===== config.mk =====
export PLATFORM = sky130hd
export DESIGN_NAME = pmicid_regs
export DESIGN_NICKNAME = d
export VERILOG_FILES = /design/src/rtl/pmicid_pkg.sv /design/src/rtl/pmicid_regs.sv /design/src/rtl/pmicid_sync.sv
export SDC_FILE = /design/constraint.sdc
export NUM_CORES = 2
export LEC_CHECK = 0
export BUFFER_PORTS_ARGS = -buffer_cell sky130_fd_sc_hd__buf_4
export CORE_ASPECT_RATIO = 2
export CORE_UTILIZATION = 55
export CTS_CLUSTER_SIZE = 16
export DETAILED_ROUTE_END_ITERATION = 6
export PLACE_DENSITY_LB_ADDON = 0.15
export SLEW_MARGIN = 25
export SYNTH_ARGS = -nofsm -noshare
export SYNTH_HDL_FRONTEND = slang
export SYNTH_SLANG_ARGS = --single-unit

===== constraint.sdc =====
create_clock -name i_clk_sys -period 7.35 [get_ports i_clk_sys]
set_input_delay 0.735 -clock i_clk_sys [delete_from_list [all_inputs] [get_ports i_clk_sys]]
set_output_delay 0.735 -clock i_clk_sys [all_outputs]
set_load 0.1 [all_outputs]

===== src/rtl/pmicid_pkg.sv =====
// constants and types of the identification register bank
package pmicid_pkg;
    // register map
    localparam logic [7:0] ADDR_MAKER    = 8'h00;
    localparam logic [7:0] ADDR_LOT      = 8'h01;
    localparam logic [7:0] ADDR_DATE     = 8'h02;
    localparam logic [7:0] ADDR_KEY      = 8'h03;
    localparam logic [7:0] VOL_MEM_FIRST = 8'h04;
    localparam logic [7:0] VOL_LAST      = 8'h1b;
    localparam logic [7:0] NVM_FIRST     = 8'h40;
    localparam logic [7:0] NVM_LAST      = 8'h71;
    localparam int         VOL_CNT       = int'(VOL_LAST - VOL_MEM_FIRST) + 1;
    localparam int         NVM_CNT       = int'(NVM_LAST - NVM_FIRST) + 1;
    localparam logic [7:0] PTR_STEP      = 8'h01;
    localparam logic [7:0] READ_ZERO     = 8'h00;
    // write key
    localparam logic [7:0] KEY_VALUE     = 8'ha5;
    localparam logic [7:0] KEY_CLEARED   = 8'h00;
    // nonvolatile source locations of the copied identification bytes
    localparam logic [7:0] NVM_SRC_LOT   = 8'hb1;
    localparam logic [7:0] NVM_SRC_DATE  = 8'hb2;
    // serial port
    localparam logic [6:0] DEV_ADDR_DEFAULT = 7'h68;
    localparam logic [3:0] BIT_ZERO      = 4'h0;
    localparam logic [3:0] BIT_STEP      = 4'h1;
    localparam logic [3:0] BIT_LAST      = 4'h7;
    localparam logic [3:0] BYTE_BITS     = 4'h8;
    // identification defaults, values arbitrary
    localparam logic [1:0] MAKER_DEFAULT = 2'h3;
    localparam logic [5:0] REV_DEFAULT   = 6'h05;

    typedef enum logic [3:0] {
        ST_IDLE,
        ST_DEV,
        ST_DEV_ACK,
        ST_PTR,
        ST_PTR_ACK,
        ST_WR,
        ST_WR_ACK,
        ST_RD,
        ST_RD_ACK
    } pmicid_state_t;

    typedef enum logic [2:0] {
        LD_LOT,
        LD_LOT_WAIT,
        LD_DATE,
        LD_DATE_WAIT,
        LD_DONE
    } pmicid_load_t;
endpackage : pmicid_pkg


===== src/rtl/pmicid_regs.sv =====
// serial target port and register bank with identification registers
//
// Notes on behaviour
// RULE1 - map: volatile 0x00..0x1B, nonvolatile 0x40..0x71, the rest reads zero.
// RULE2 - volatile registers reached over serial port; lockout makes reads zero.
// RULE3 - offset 0x00 bits 7:6 return fixed two-bit maker code.
// RULE4 - offset 0x00 bits 5:0 return six-bit setting revision number.
// RULE5 - offset 0x01 returns lot number copied from nonvolatile location 0xB1.
// RULE6 - offset 0x02 returns date code copied from nonvolatile location 0xB2.
// RULE7 - each write needs key A5 at 0x03 first; any write clears key. A write to 0x03 loads the key instead of clearing it.
// RULE8 - multi-byte transfers step register pointer by one per byte.
// RULE9 - writes to 0x00..0x02 ignored; reads there have no side effects.
`timescale 1ns/10ps
module pmicid_regs #(
    parameter logic [6:0] DEV_ADDR   = pmicid_pkg::DEV_ADDR_DEFAULT,
    parameter logic [1:0] MAKER_CODE = pmicid_pkg::MAKER_DEFAULT,
    parameter logic [5:0] SETTING_REV = pmicid_pkg::REV_DEFAULT
) (
    input  wire logic       i_clk_sys,
    input  wire logic       i_rst,
    input  wire logic       i_scl,
    input  wire logic       i_sda,
    output logic            o_sda,
    output logic            o_sda_oe,
    input  wire logic       i_input_undervoltage_lockout,
    output logic            o_nvm_rd,
    output logic [7:0]      o_nvm_addr,
    input  wire logic       i_nvm_ack,
    input  wire logic [7:0] i_nvm_data
);
    typedef struct packed {
        pmicid_pkg::pmicid_state_t            state;
        pmicid_pkg::pmicid_load_t             ld;
        logic [3:0]                           bitcnt;
        logic [7:0]                           shreg;
        logic [7:0]                           ptr;
        logic                                 rw;
        logic                                 mack;
        logic                                 sda_oe;
        logic                                 nvm_rd;
        logic [7:0]                           nvm_addr;
        logic [7:0]                           key;
        logic [7:0]                           lot;
        logic [7:0]                           date;
        logic                                 scl_p;
        logic                                 sda_p;
        logic [pmicid_pkg::VOL_CNT-1:0][7:0]  vol;
        logic [pmicid_pkg::NVM_CNT-1:0][7:0]  nvm;
    } pmicid_s_t;

    pmicid_s_t  s_q;
    pmicid_s_t  s_d;
    logic       scl_l;
    logic       sda_l;
    logic       lock_l;
    logic       scl_rise;
    logic       scl_fall;
    logic       start_c;
    logic       stop_c;
    logic       wr_fire;
    logic [7:0] rd_val;
    logic [7:0] vidx;
    logic [7:0] nidx;
    logic [7:0] widx_v;
    logic [7:0] widx_n;

    pmicid_sync #(.RESET_LEVEL(1'b1)) u_sync_scl (
        .i_clk_sys (i_clk_sys),
        .i_rst     (i_rst),
        .i_async   (i_scl),
        .o_level   (scl_l)
    );
    pmicid_sync #(.RESET_LEVEL(1'b1)) u_sync_sda (
        .i_clk_sys (i_clk_sys),
        .i_rst     (i_rst),
        .i_async   (i_sda),
        .o_level   (sda_l)
    );
    pmicid_sync #(.RESET_LEVEL(1'b0)) u_sync_lock (
        .i_clk_sys (i_clk_sys),
        .i_rst     (i_rst),
        .i_async   (i_input_undervoltage_lockout),
        .o_level   (lock_l)
    );

    assign scl_rise = scl_l & ~s_q.scl_p;
    assign scl_fall = ~scl_l & s_q.scl_p;
    assign start_c  = scl_l & s_q.scl_p & s_q.sda_p & ~sda_l;
    assign stop_c   = scl_l & s_q.scl_p & ~s_q.sda_p & sda_l;
    assign wr_fire  = (s_q.state == pmicid_pkg::ST_WR) && scl_fall
                      && (s_q.bitcnt == pmicid_pkg::BYTE_BITS);
    assign vidx     = s_q.ptr - pmicid_pkg::VOL_MEM_FIRST;
    assign nidx     = s_q.ptr - pmicid_pkg::NVM_FIRST;
    assign widx_v   = vidx;
    assign widx_n   = nidx;

    // read mux, side-effect free
    always_comb begin
        rd_val = pmicid_pkg::READ_ZERO;
        // RULE2 lockout reads zero
        if (lock_l) begin
            rd_val = pmicid_pkg::READ_ZERO;
        end else if (s_q.ptr == pmicid_pkg::ADDR_MAKER) begin
            // RULE3 RULE4 identification word
            rd_val = {MAKER_CODE, SETTING_REV};
        end else if (s_q.ptr == pmicid_pkg::ADDR_LOT) begin
            rd_val = s_q.lot;
        end else if (s_q.ptr == pmicid_pkg::ADDR_DATE) begin
            rd_val = s_q.date;
        end else if (s_q.ptr == pmicid_pkg::ADDR_KEY) begin
            rd_val = s_q.key;
        end else if (s_q.ptr <= pmicid_pkg::VOL_LAST) begin
            // RULE1 volatile section
            rd_val = s_q.vol[vidx];
        end else if (s_q.ptr >= pmicid_pkg::NVM_FIRST
                     && s_q.ptr <= pmicid_pkg::NVM_LAST) begin
            // RULE1 nonvolatile section
            rd_val = s_q.nvm[nidx];
        end
    end

    always_comb begin
        s_d       = s_q;
        s_d.scl_p = scl_l;
        s_d.sda_p = sda_l;
        s_d.nvm_rd = 1'b0;

        // copy of identification bytes after reset
        case (s_q.ld)
            pmicid_pkg::LD_LOT: begin
                s_d.nvm_rd   = 1'b1;
                s_d.nvm_addr = pmicid_pkg::NVM_SRC_LOT;
                s_d.ld       = pmicid_pkg::LD_LOT_WAIT;
            end
            pmicid_pkg::LD_LOT_WAIT: begin
                // RULE5 lot number copy
                if (i_nvm_ack) begin
                    s_d.lot = i_nvm_data;
                    s_d.ld  = pmicid_pkg::LD_DATE;
                end
            end
            pmicid_pkg::LD_DATE: begin
                s_d.nvm_rd   = 1'b1;
                s_d.nvm_addr = pmicid_pkg::NVM_SRC_DATE;
                s_d.ld       = pmicid_pkg::LD_DATE_WAIT;
            end
            pmicid_pkg::LD_DATE_WAIT: begin
                // RULE6 date code copy
                if (i_nvm_ack) begin
                    s_d.date = i_nvm_data;
                    s_d.ld   = pmicid_pkg::LD_DONE;
                end
            end
            pmicid_pkg::LD_DONE: begin
                s_d.ld = pmicid_pkg::LD_DONE;
            end
            default: begin
                s_d.ld = pmicid_pkg::LD_DONE;
            end
        endcase

        if (start_c) begin
            s_d.state  = pmicid_pkg::ST_DEV;
            s_d.bitcnt = pmicid_pkg::BIT_ZERO;
            s_d.sda_oe = 1'b0;
        end else if (stop_c) begin
            s_d.state  = pmicid_pkg::ST_IDLE;
            s_d.sda_oe = 1'b0;
        end else begin
            case (s_q.state)
                pmicid_pkg::ST_IDLE: begin
                    s_d.sda_oe = 1'b0;
                end
                pmicid_pkg::ST_DEV, pmicid_pkg::ST_PTR,
                pmicid_pkg::ST_WR: begin
                    if (scl_rise) begin
                        s_d.shreg  = {s_q.shreg[6:0], sda_l};
                        s_d.bitcnt = s_q.bitcnt + pmicid_pkg::BIT_STEP;
                    end else if (scl_fall
                                 && s_q.bitcnt == pmicid_pkg::BYTE_BITS) begin
                        s_d.sda_oe = 1'b1;
                        if (s_q.state == pmicid_pkg::ST_DEV) begin
                            s_d.rw    = s_q.shreg[0];
                            s_d.state = pmicid_pkg::ST_DEV_ACK;
                            if (s_q.shreg[7:1] != DEV_ADDR) begin
                                // not our address: stay off the line
                                s_d.sda_oe = 1'b0;
                                s_d.state  = pmicid_pkg::ST_IDLE;
                            end
                        end else if (s_q.state == pmicid_pkg::ST_PTR) begin
                            s_d.ptr   = s_q.shreg;
                            s_d.state = pmicid_pkg::ST_PTR_ACK;
                        end else begin
                            s_d.state = pmicid_pkg::ST_WR_ACK;
                            // RULE8 step after write byte
                            s_d.ptr   = s_q.ptr + pmicid_pkg::PTR_STEP;
                            if (s_q.ptr == pmicid_pkg::ADDR_KEY) begin
                                s_d.key = s_q.shreg;
                            end else begin
                                // RULE7 key consumed by any write to an offset other than 0x03
                                s_d.key = pmicid_pkg::KEY_CLEARED;
                                // RULE9 identification bytes never written
                                if (s_q.key == pmicid_pkg::KEY_VALUE
                                    && s_q.ptr >= pmicid_pkg::VOL_MEM_FIRST
                                    && s_q.ptr <= pmicid_pkg::VOL_LAST) begin
                                    s_d.vol[widx_v] = s_q.shreg;
                                end else if (s_q.key == pmicid_pkg::KEY_VALUE
                                    && s_q.ptr >= pmicid_pkg::NVM_FIRST
                                    && s_q.ptr <= pmicid_pkg::NVM_LAST) begin
                                    s_d.nvm[widx_n] = s_q.shreg;
                                end
                            end
                        end
                    end
                end
                pmicid_pkg::ST_DEV_ACK, pmicid_pkg::ST_PTR_ACK,
                pmicid_pkg::ST_WR_ACK: begin
                    if (scl_fall) begin
                        s_d.sda_oe = 1'b0;
                        s_d.bitcnt = pmicid_pkg::BIT_ZERO;
                        if (s_q.state == pmicid_pkg::ST_DEV_ACK && s_q.rw) begin
                            s_d.shreg  = rd_val;
                            s_d.ptr    = s_q.ptr + pmicid_pkg::PTR_STEP;
                            s_d.sda_oe = ~rd_val[7];
                            s_d.state  = pmicid_pkg::ST_RD;
                        end else if (s_q.state == pmicid_pkg::ST_DEV_ACK) begin
                            s_d.state = pmicid_pkg::ST_PTR;
                        end else begin
                            s_d.state = pmicid_pkg::ST_WR;
                        end
                    end
                end
                pmicid_pkg::ST_RD: begin
                    if (scl_fall) begin
                        s_d.bitcnt = s_q.bitcnt + pmicid_pkg::BIT_STEP;
                        if (s_q.bitcnt == pmicid_pkg::BIT_LAST) begin
                            s_d.sda_oe = 1'b0;
                            s_d.mack   = 1'b0;
                            s_d.state  = pmicid_pkg::ST_RD_ACK;
                        end else begin
                            s_d.shreg  = {s_q.shreg[6:0], 1'b0};
                            s_d.sda_oe = ~s_q.shreg[6];
                        end
                    end
                end
                pmicid_pkg::ST_RD_ACK: begin
                    if (scl_rise) begin
                        s_d.mack = ~sda_l;
                    end else if (scl_fall) begin
                        s_d.bitcnt = pmicid_pkg::BIT_ZERO;
                        if (s_q.mack) begin
                            // RULE8 next byte from next offset
                            s_d.shreg  = rd_val;
                            s_d.ptr    = s_q.ptr + pmicid_pkg::PTR_STEP;
                            s_d.sda_oe = ~rd_val[7];
                            s_d.state  = pmicid_pkg::ST_RD;
                        end else begin
                            // host refused more: wait for stop or start
                            s_d.state = pmicid_pkg::ST_IDLE;
                        end
                    end
                end
                default: begin
                    s_d.state  = pmicid_pkg::ST_IDLE;
                    s_d.sda_oe = 1'b0;
                end
            endcase
        end
    end

    always_ff @(posedge i_clk_sys) begin
        if (i_rst) begin
            s_q       <= '0;
            s_q.scl_p <= 1'b1;
            s_q.sda_p <= 1'b1;
        end else begin
            s_q <= s_d;
        end
    end

    // open-drain data line only ever pulls low
    assign o_sda      = 1'b0;
    assign o_sda_oe   = s_q.sda_oe;
    assign o_nvm_rd   = s_q.nvm_rd;
    assign o_nvm_addr = s_q.nvm_addr;
endmodule : pmicid_regs


===== src/rtl/pmicid_sync.sv =====
// three-stage input synchroniser with agreement filter
`timescale 1ns/10ps
module pmicid_sync #(
    parameter logic RESET_LEVEL = 1'b1
) (
    input  wire logic i_clk_sys,
    input  wire logic i_rst,
    input  wire logic i_async,
    output logic      o_level
);
    typedef struct packed {
        logic f1;
        logic f2;
        logic f3;
        logic level;
    } pmicid_sync_s_t;

    pmicid_sync_s_t s_q;
    pmicid_sync_s_t s_d;

    always_comb begin
        s_d    = s_q;
        s_d.f1 = i_async;
        s_d.f2 = s_q.f1;
        s_d.f3 = s_q.f2;
        // only a level seen by both later stages counts
        if (s_q.f2 == s_q.f3) begin
            s_d.level = s_q.f3;
        end
    end

    always_ff @(posedge i_clk_sys) begin
        if (i_rst) begin
            s_q <= '{RESET_LEVEL, RESET_LEVEL, RESET_LEVEL, RESET_LEVEL};
        end else begin
            s_q <= s_d;
        end
    end

    assign o_level = s_q.level;
endmodule : pmicid_sync


==> out/qor.csv <==
stage;metric;value;unit
status;status;finished, violations left;
status;violations;design-rule violations;
place;place_ws;2810;ps
power_and_ir_drop;p_int;5330;uW
clock_network;cts-root-buf;clkbuf_16;
die;core-area;54700;um2
sta;timing.final.crit_share;63.3;%
clock_network;postCtsHoldBufs;0;
power_and_ir_drop;leakagePower;0.0104;uW
grt;grt_max_degree;182;
routing;drt_iter0_markers;3211;
clock_network;cts.path.max_buffers;3;
clock_network;clkSinkCount;664;
synth;ys_top_cells_by_count;nand2_1 (698), dfxtp_1 (664), a21oi_1 (486), nor2_1 (304), nand3_1 (287);
place;dp_hpwl;68.2;mm
min_path;hold_depth;2;
setup_path;required;7840;ps
grt;grtUsageTotal;37.9;%
sta;finalHoldViolations;0;
synth;yosys.area.top_type;dfxtp_1;
power_and_ir_drop;swShare;21.9;%
die;rows;121;
sta;setup_slack;2700;ps
setup_path;arrival;5140;ps
synth;synthTopCellsByArea;dfxtp_1 (43%), mux2i_1 (8.8%), nand2_1 (8.6%);
setup_path;ff2ff_path_depth;11;
synth;ys_async_sr_fraction;0;%
power_and_ir_drop;switchingPower;1500;uW
sta;setup_tns;0;ps
clock_network;post_cts.repair.setup_buffers;0;
synth;ys_warn_count;0;
synth;synth_cell_types;84;
grt;overflow;0;
layout;fin_util;60.0;%
synth;avgSynthCellArea;8.24;um2
routing;vias;28100;
power_and_ir_drop;power.share.sequential;52.8;%
sta;fin_skew;17.4;ps
synth;seq_area_frac_synth;43.5;%
min_path;hold_class;primary input to register;
sta;tightest_slew;1140;ps
die;initial_utilization;56.0;%
synth;synth_top_area_share;43.5;%
synth;synth_edf_count;0;
setup_path;path_max_fanout;43;
setup_path;critical_path_class;register to register;
power_and_ir_drop;power_frac_comb;1.7;%
place;gp_congestion;0.949;
routing;wl;108;mm
layout;drive_gt1_share;9.24;%
die;ios;25;
sta;rsz0062_at_grt;false;
synth;synth_ff_type;dfxtp_1;
run;drv_cap;0;
clock_network;cts_buffers;57;
synth;synth.most_common_cell;nand2_1;
layout;nNetsFinal;3528;
die;fp.dieH;335;um
grt;grt_pass1_wl;163;mm
clock_network;cts_tree;done;
power_and_ir_drop;clkPwrFrac;45.4;%
synth;syn_area;30600;um2
die;dieArea;56600;um2
routing;viasPerCell;6.55;
routing;drc;16;
sta;fmax;215;MHz
routing;drt_first_pass_iters;7;
sta;max_slew_margin;23.5;%
clock_network;path_clk_slew;70;ps
routing;wl_per_cell;25.3;um
layout;syn_to_final_growth;7.23;%
synth;synth_seq_cells;664;
setup_path;cp-start-kind;register;
die;die_w;169;um
sta;slew_viol_final;0;
grt;antenna_found_initial;2;
synth;synthCells;3709;
setup_path;cp-end-kind;register;
clock_network;htreeDepth;2;
power_and_ir_drop;finalPower;6830;uW
place;io_buffer_count;20;
clock_network;cts_resized;0;
sta;period_minus_slack;4650;ps
clock_network;worstSkewPairLatency;640;ps
power_and_ir_drop;p_per_area;208;nW/um2
routing;ant_nets;0;
sta;setup_viol;0;
power_and_ir_drop;ir_drop;170;uV
grt;grt_pass1_vias;27300;
worst max-delay path: stages, from the launching register on:
cell and delay, ps:
dfxtp_4 510, inv_1 150, buf_4 440, ha_1 260, o21ai_0 100, a21oi_2 470, nand4_1 730, nor2_4 1070
buf_4 310, nand2_1 190, nand2_1 160, a21oi_1 70
sequential cells by signal, indices dropped and copies added (netlist names):
signal and flops:
u_sync_lock.o_level 1, u_sync_scl.o_level 1, u_sync_scl.s_q 1, o_nvm_addr 3, u_sync_scl.s_d 2, u_sync_sda.s_d 2
u_sync_lock.s_d 2, o_sda_oe 1, o_nvm_rd 1, u_sync_sda.s_q 1, u_sync_lock.s_q 1, s_q 647
u_sync_sda.o_level 1
power groups by stage:
stage / clock network, uW / registers, uW / logic, uW
after floorplan: 0 / 3690 / 91.5
after global placement: 0 / 3690 / 113
after detailed placement: 0 / 3690 / 115
after CTS: 3130 / 3610 / 115
after global routing: 3270 / 3610 / 126
final: 3100 / 3610 / 119
cell type report:
| class | count | area (um2) |
|---|---|---|
| Tap cell | 738 | 923 |
| Timing Repair Buffer | 82 | 699 |
| Clock buffer | 92 | 1770 |
| Inverter | 17 | 63.8 |
| Clock inverter | 12 | 118 |
| Fill cell | 4817 | 21900 |
| Antenna cell | 1 | 2.50 |
| Sequential cell | 664 | 13300 |
| Multi-Input combinational cell | 2682 | 15900 |
layout by cell type, fill, tap and decap left out, types with 8 or more instances in the layout:
master     count
nand2_1      698
dfxtp_1      653
buf_4         74
a22o_1         8
mux2_2        39
nand3_1      287
clkbuf_16     60
nand2b_1      13
nor3_1        19
o22ai_1       45
a2bb2oi_1     11
a31oi_1       17
nor2_1       295
and2_1        11
nor2_2        21
or3_1         19
clkbuf_8      15
dfxtp_4        8
a221oi_1      28
nand4_1        9
o211ai_1      11
mux4_2        41
a21oi_1      486
nor2b_1       22
and3_1        13
o221ai_1      36
or2_2         15
nor2_4         9
ha_1          10
a211oi_1      24
mux2i_1      270
clkbuf_1      17
inv_1         14
a22oi_1       15
o21ai_0       66
final timing paths:
check	start	to	slack, ps
worst max-delay path	s_q[631]	s_q[300]	2700
worst min register to register	u_sync_scl.s_d[2]	u_sync_scl.s_d[1]	420
worst min-delay path	i_sda	u_sync_sda.s_d[2]	300
worst max register to register	s_q[631]	s_q[300]	2700
layer usage:
layer / vias to the layer above / global-route usage (%) / part of all wire, %
li1: 12600 / - / -
met2: 1565 / 62.0 / 47
met3: 608 / 6.48 / 7.8
met1: 13400 / 40.7 / 34
met5: - / 0 / 0.012
met4: 2 / 37.3 / 11
stage by stage:
stage / hold slack [ps] / area, um2 / instances
final: 297 / 32800 / 4288
after global routing: 284 / 32800 / 4287
after CTS: 277 / 32700 / 4285
after detailed placement: 400 / 30800 / 4181
after global placement: 400 / 30800 / 4181
after floorplan: 389 / 30600 / 3712
logic make-up (layout without fill, tap and decap cells):
logic type	after synthesis	in the layout	synth area share, %
other	1	5	0.0123
adder cells (fa/ha/maj)	10	10	0.409
flip-flops	664	664	43.5
multiplexers	350	350	13.3
AND/OR/NAND/NOR	1481	1481	21.4
XOR/XNOR	8	8	0.229
buffers and inverters	366	203	4.89
AO/OA/AOI/OAI	829	829	16.3
Power figures use the tool's default switching activity.
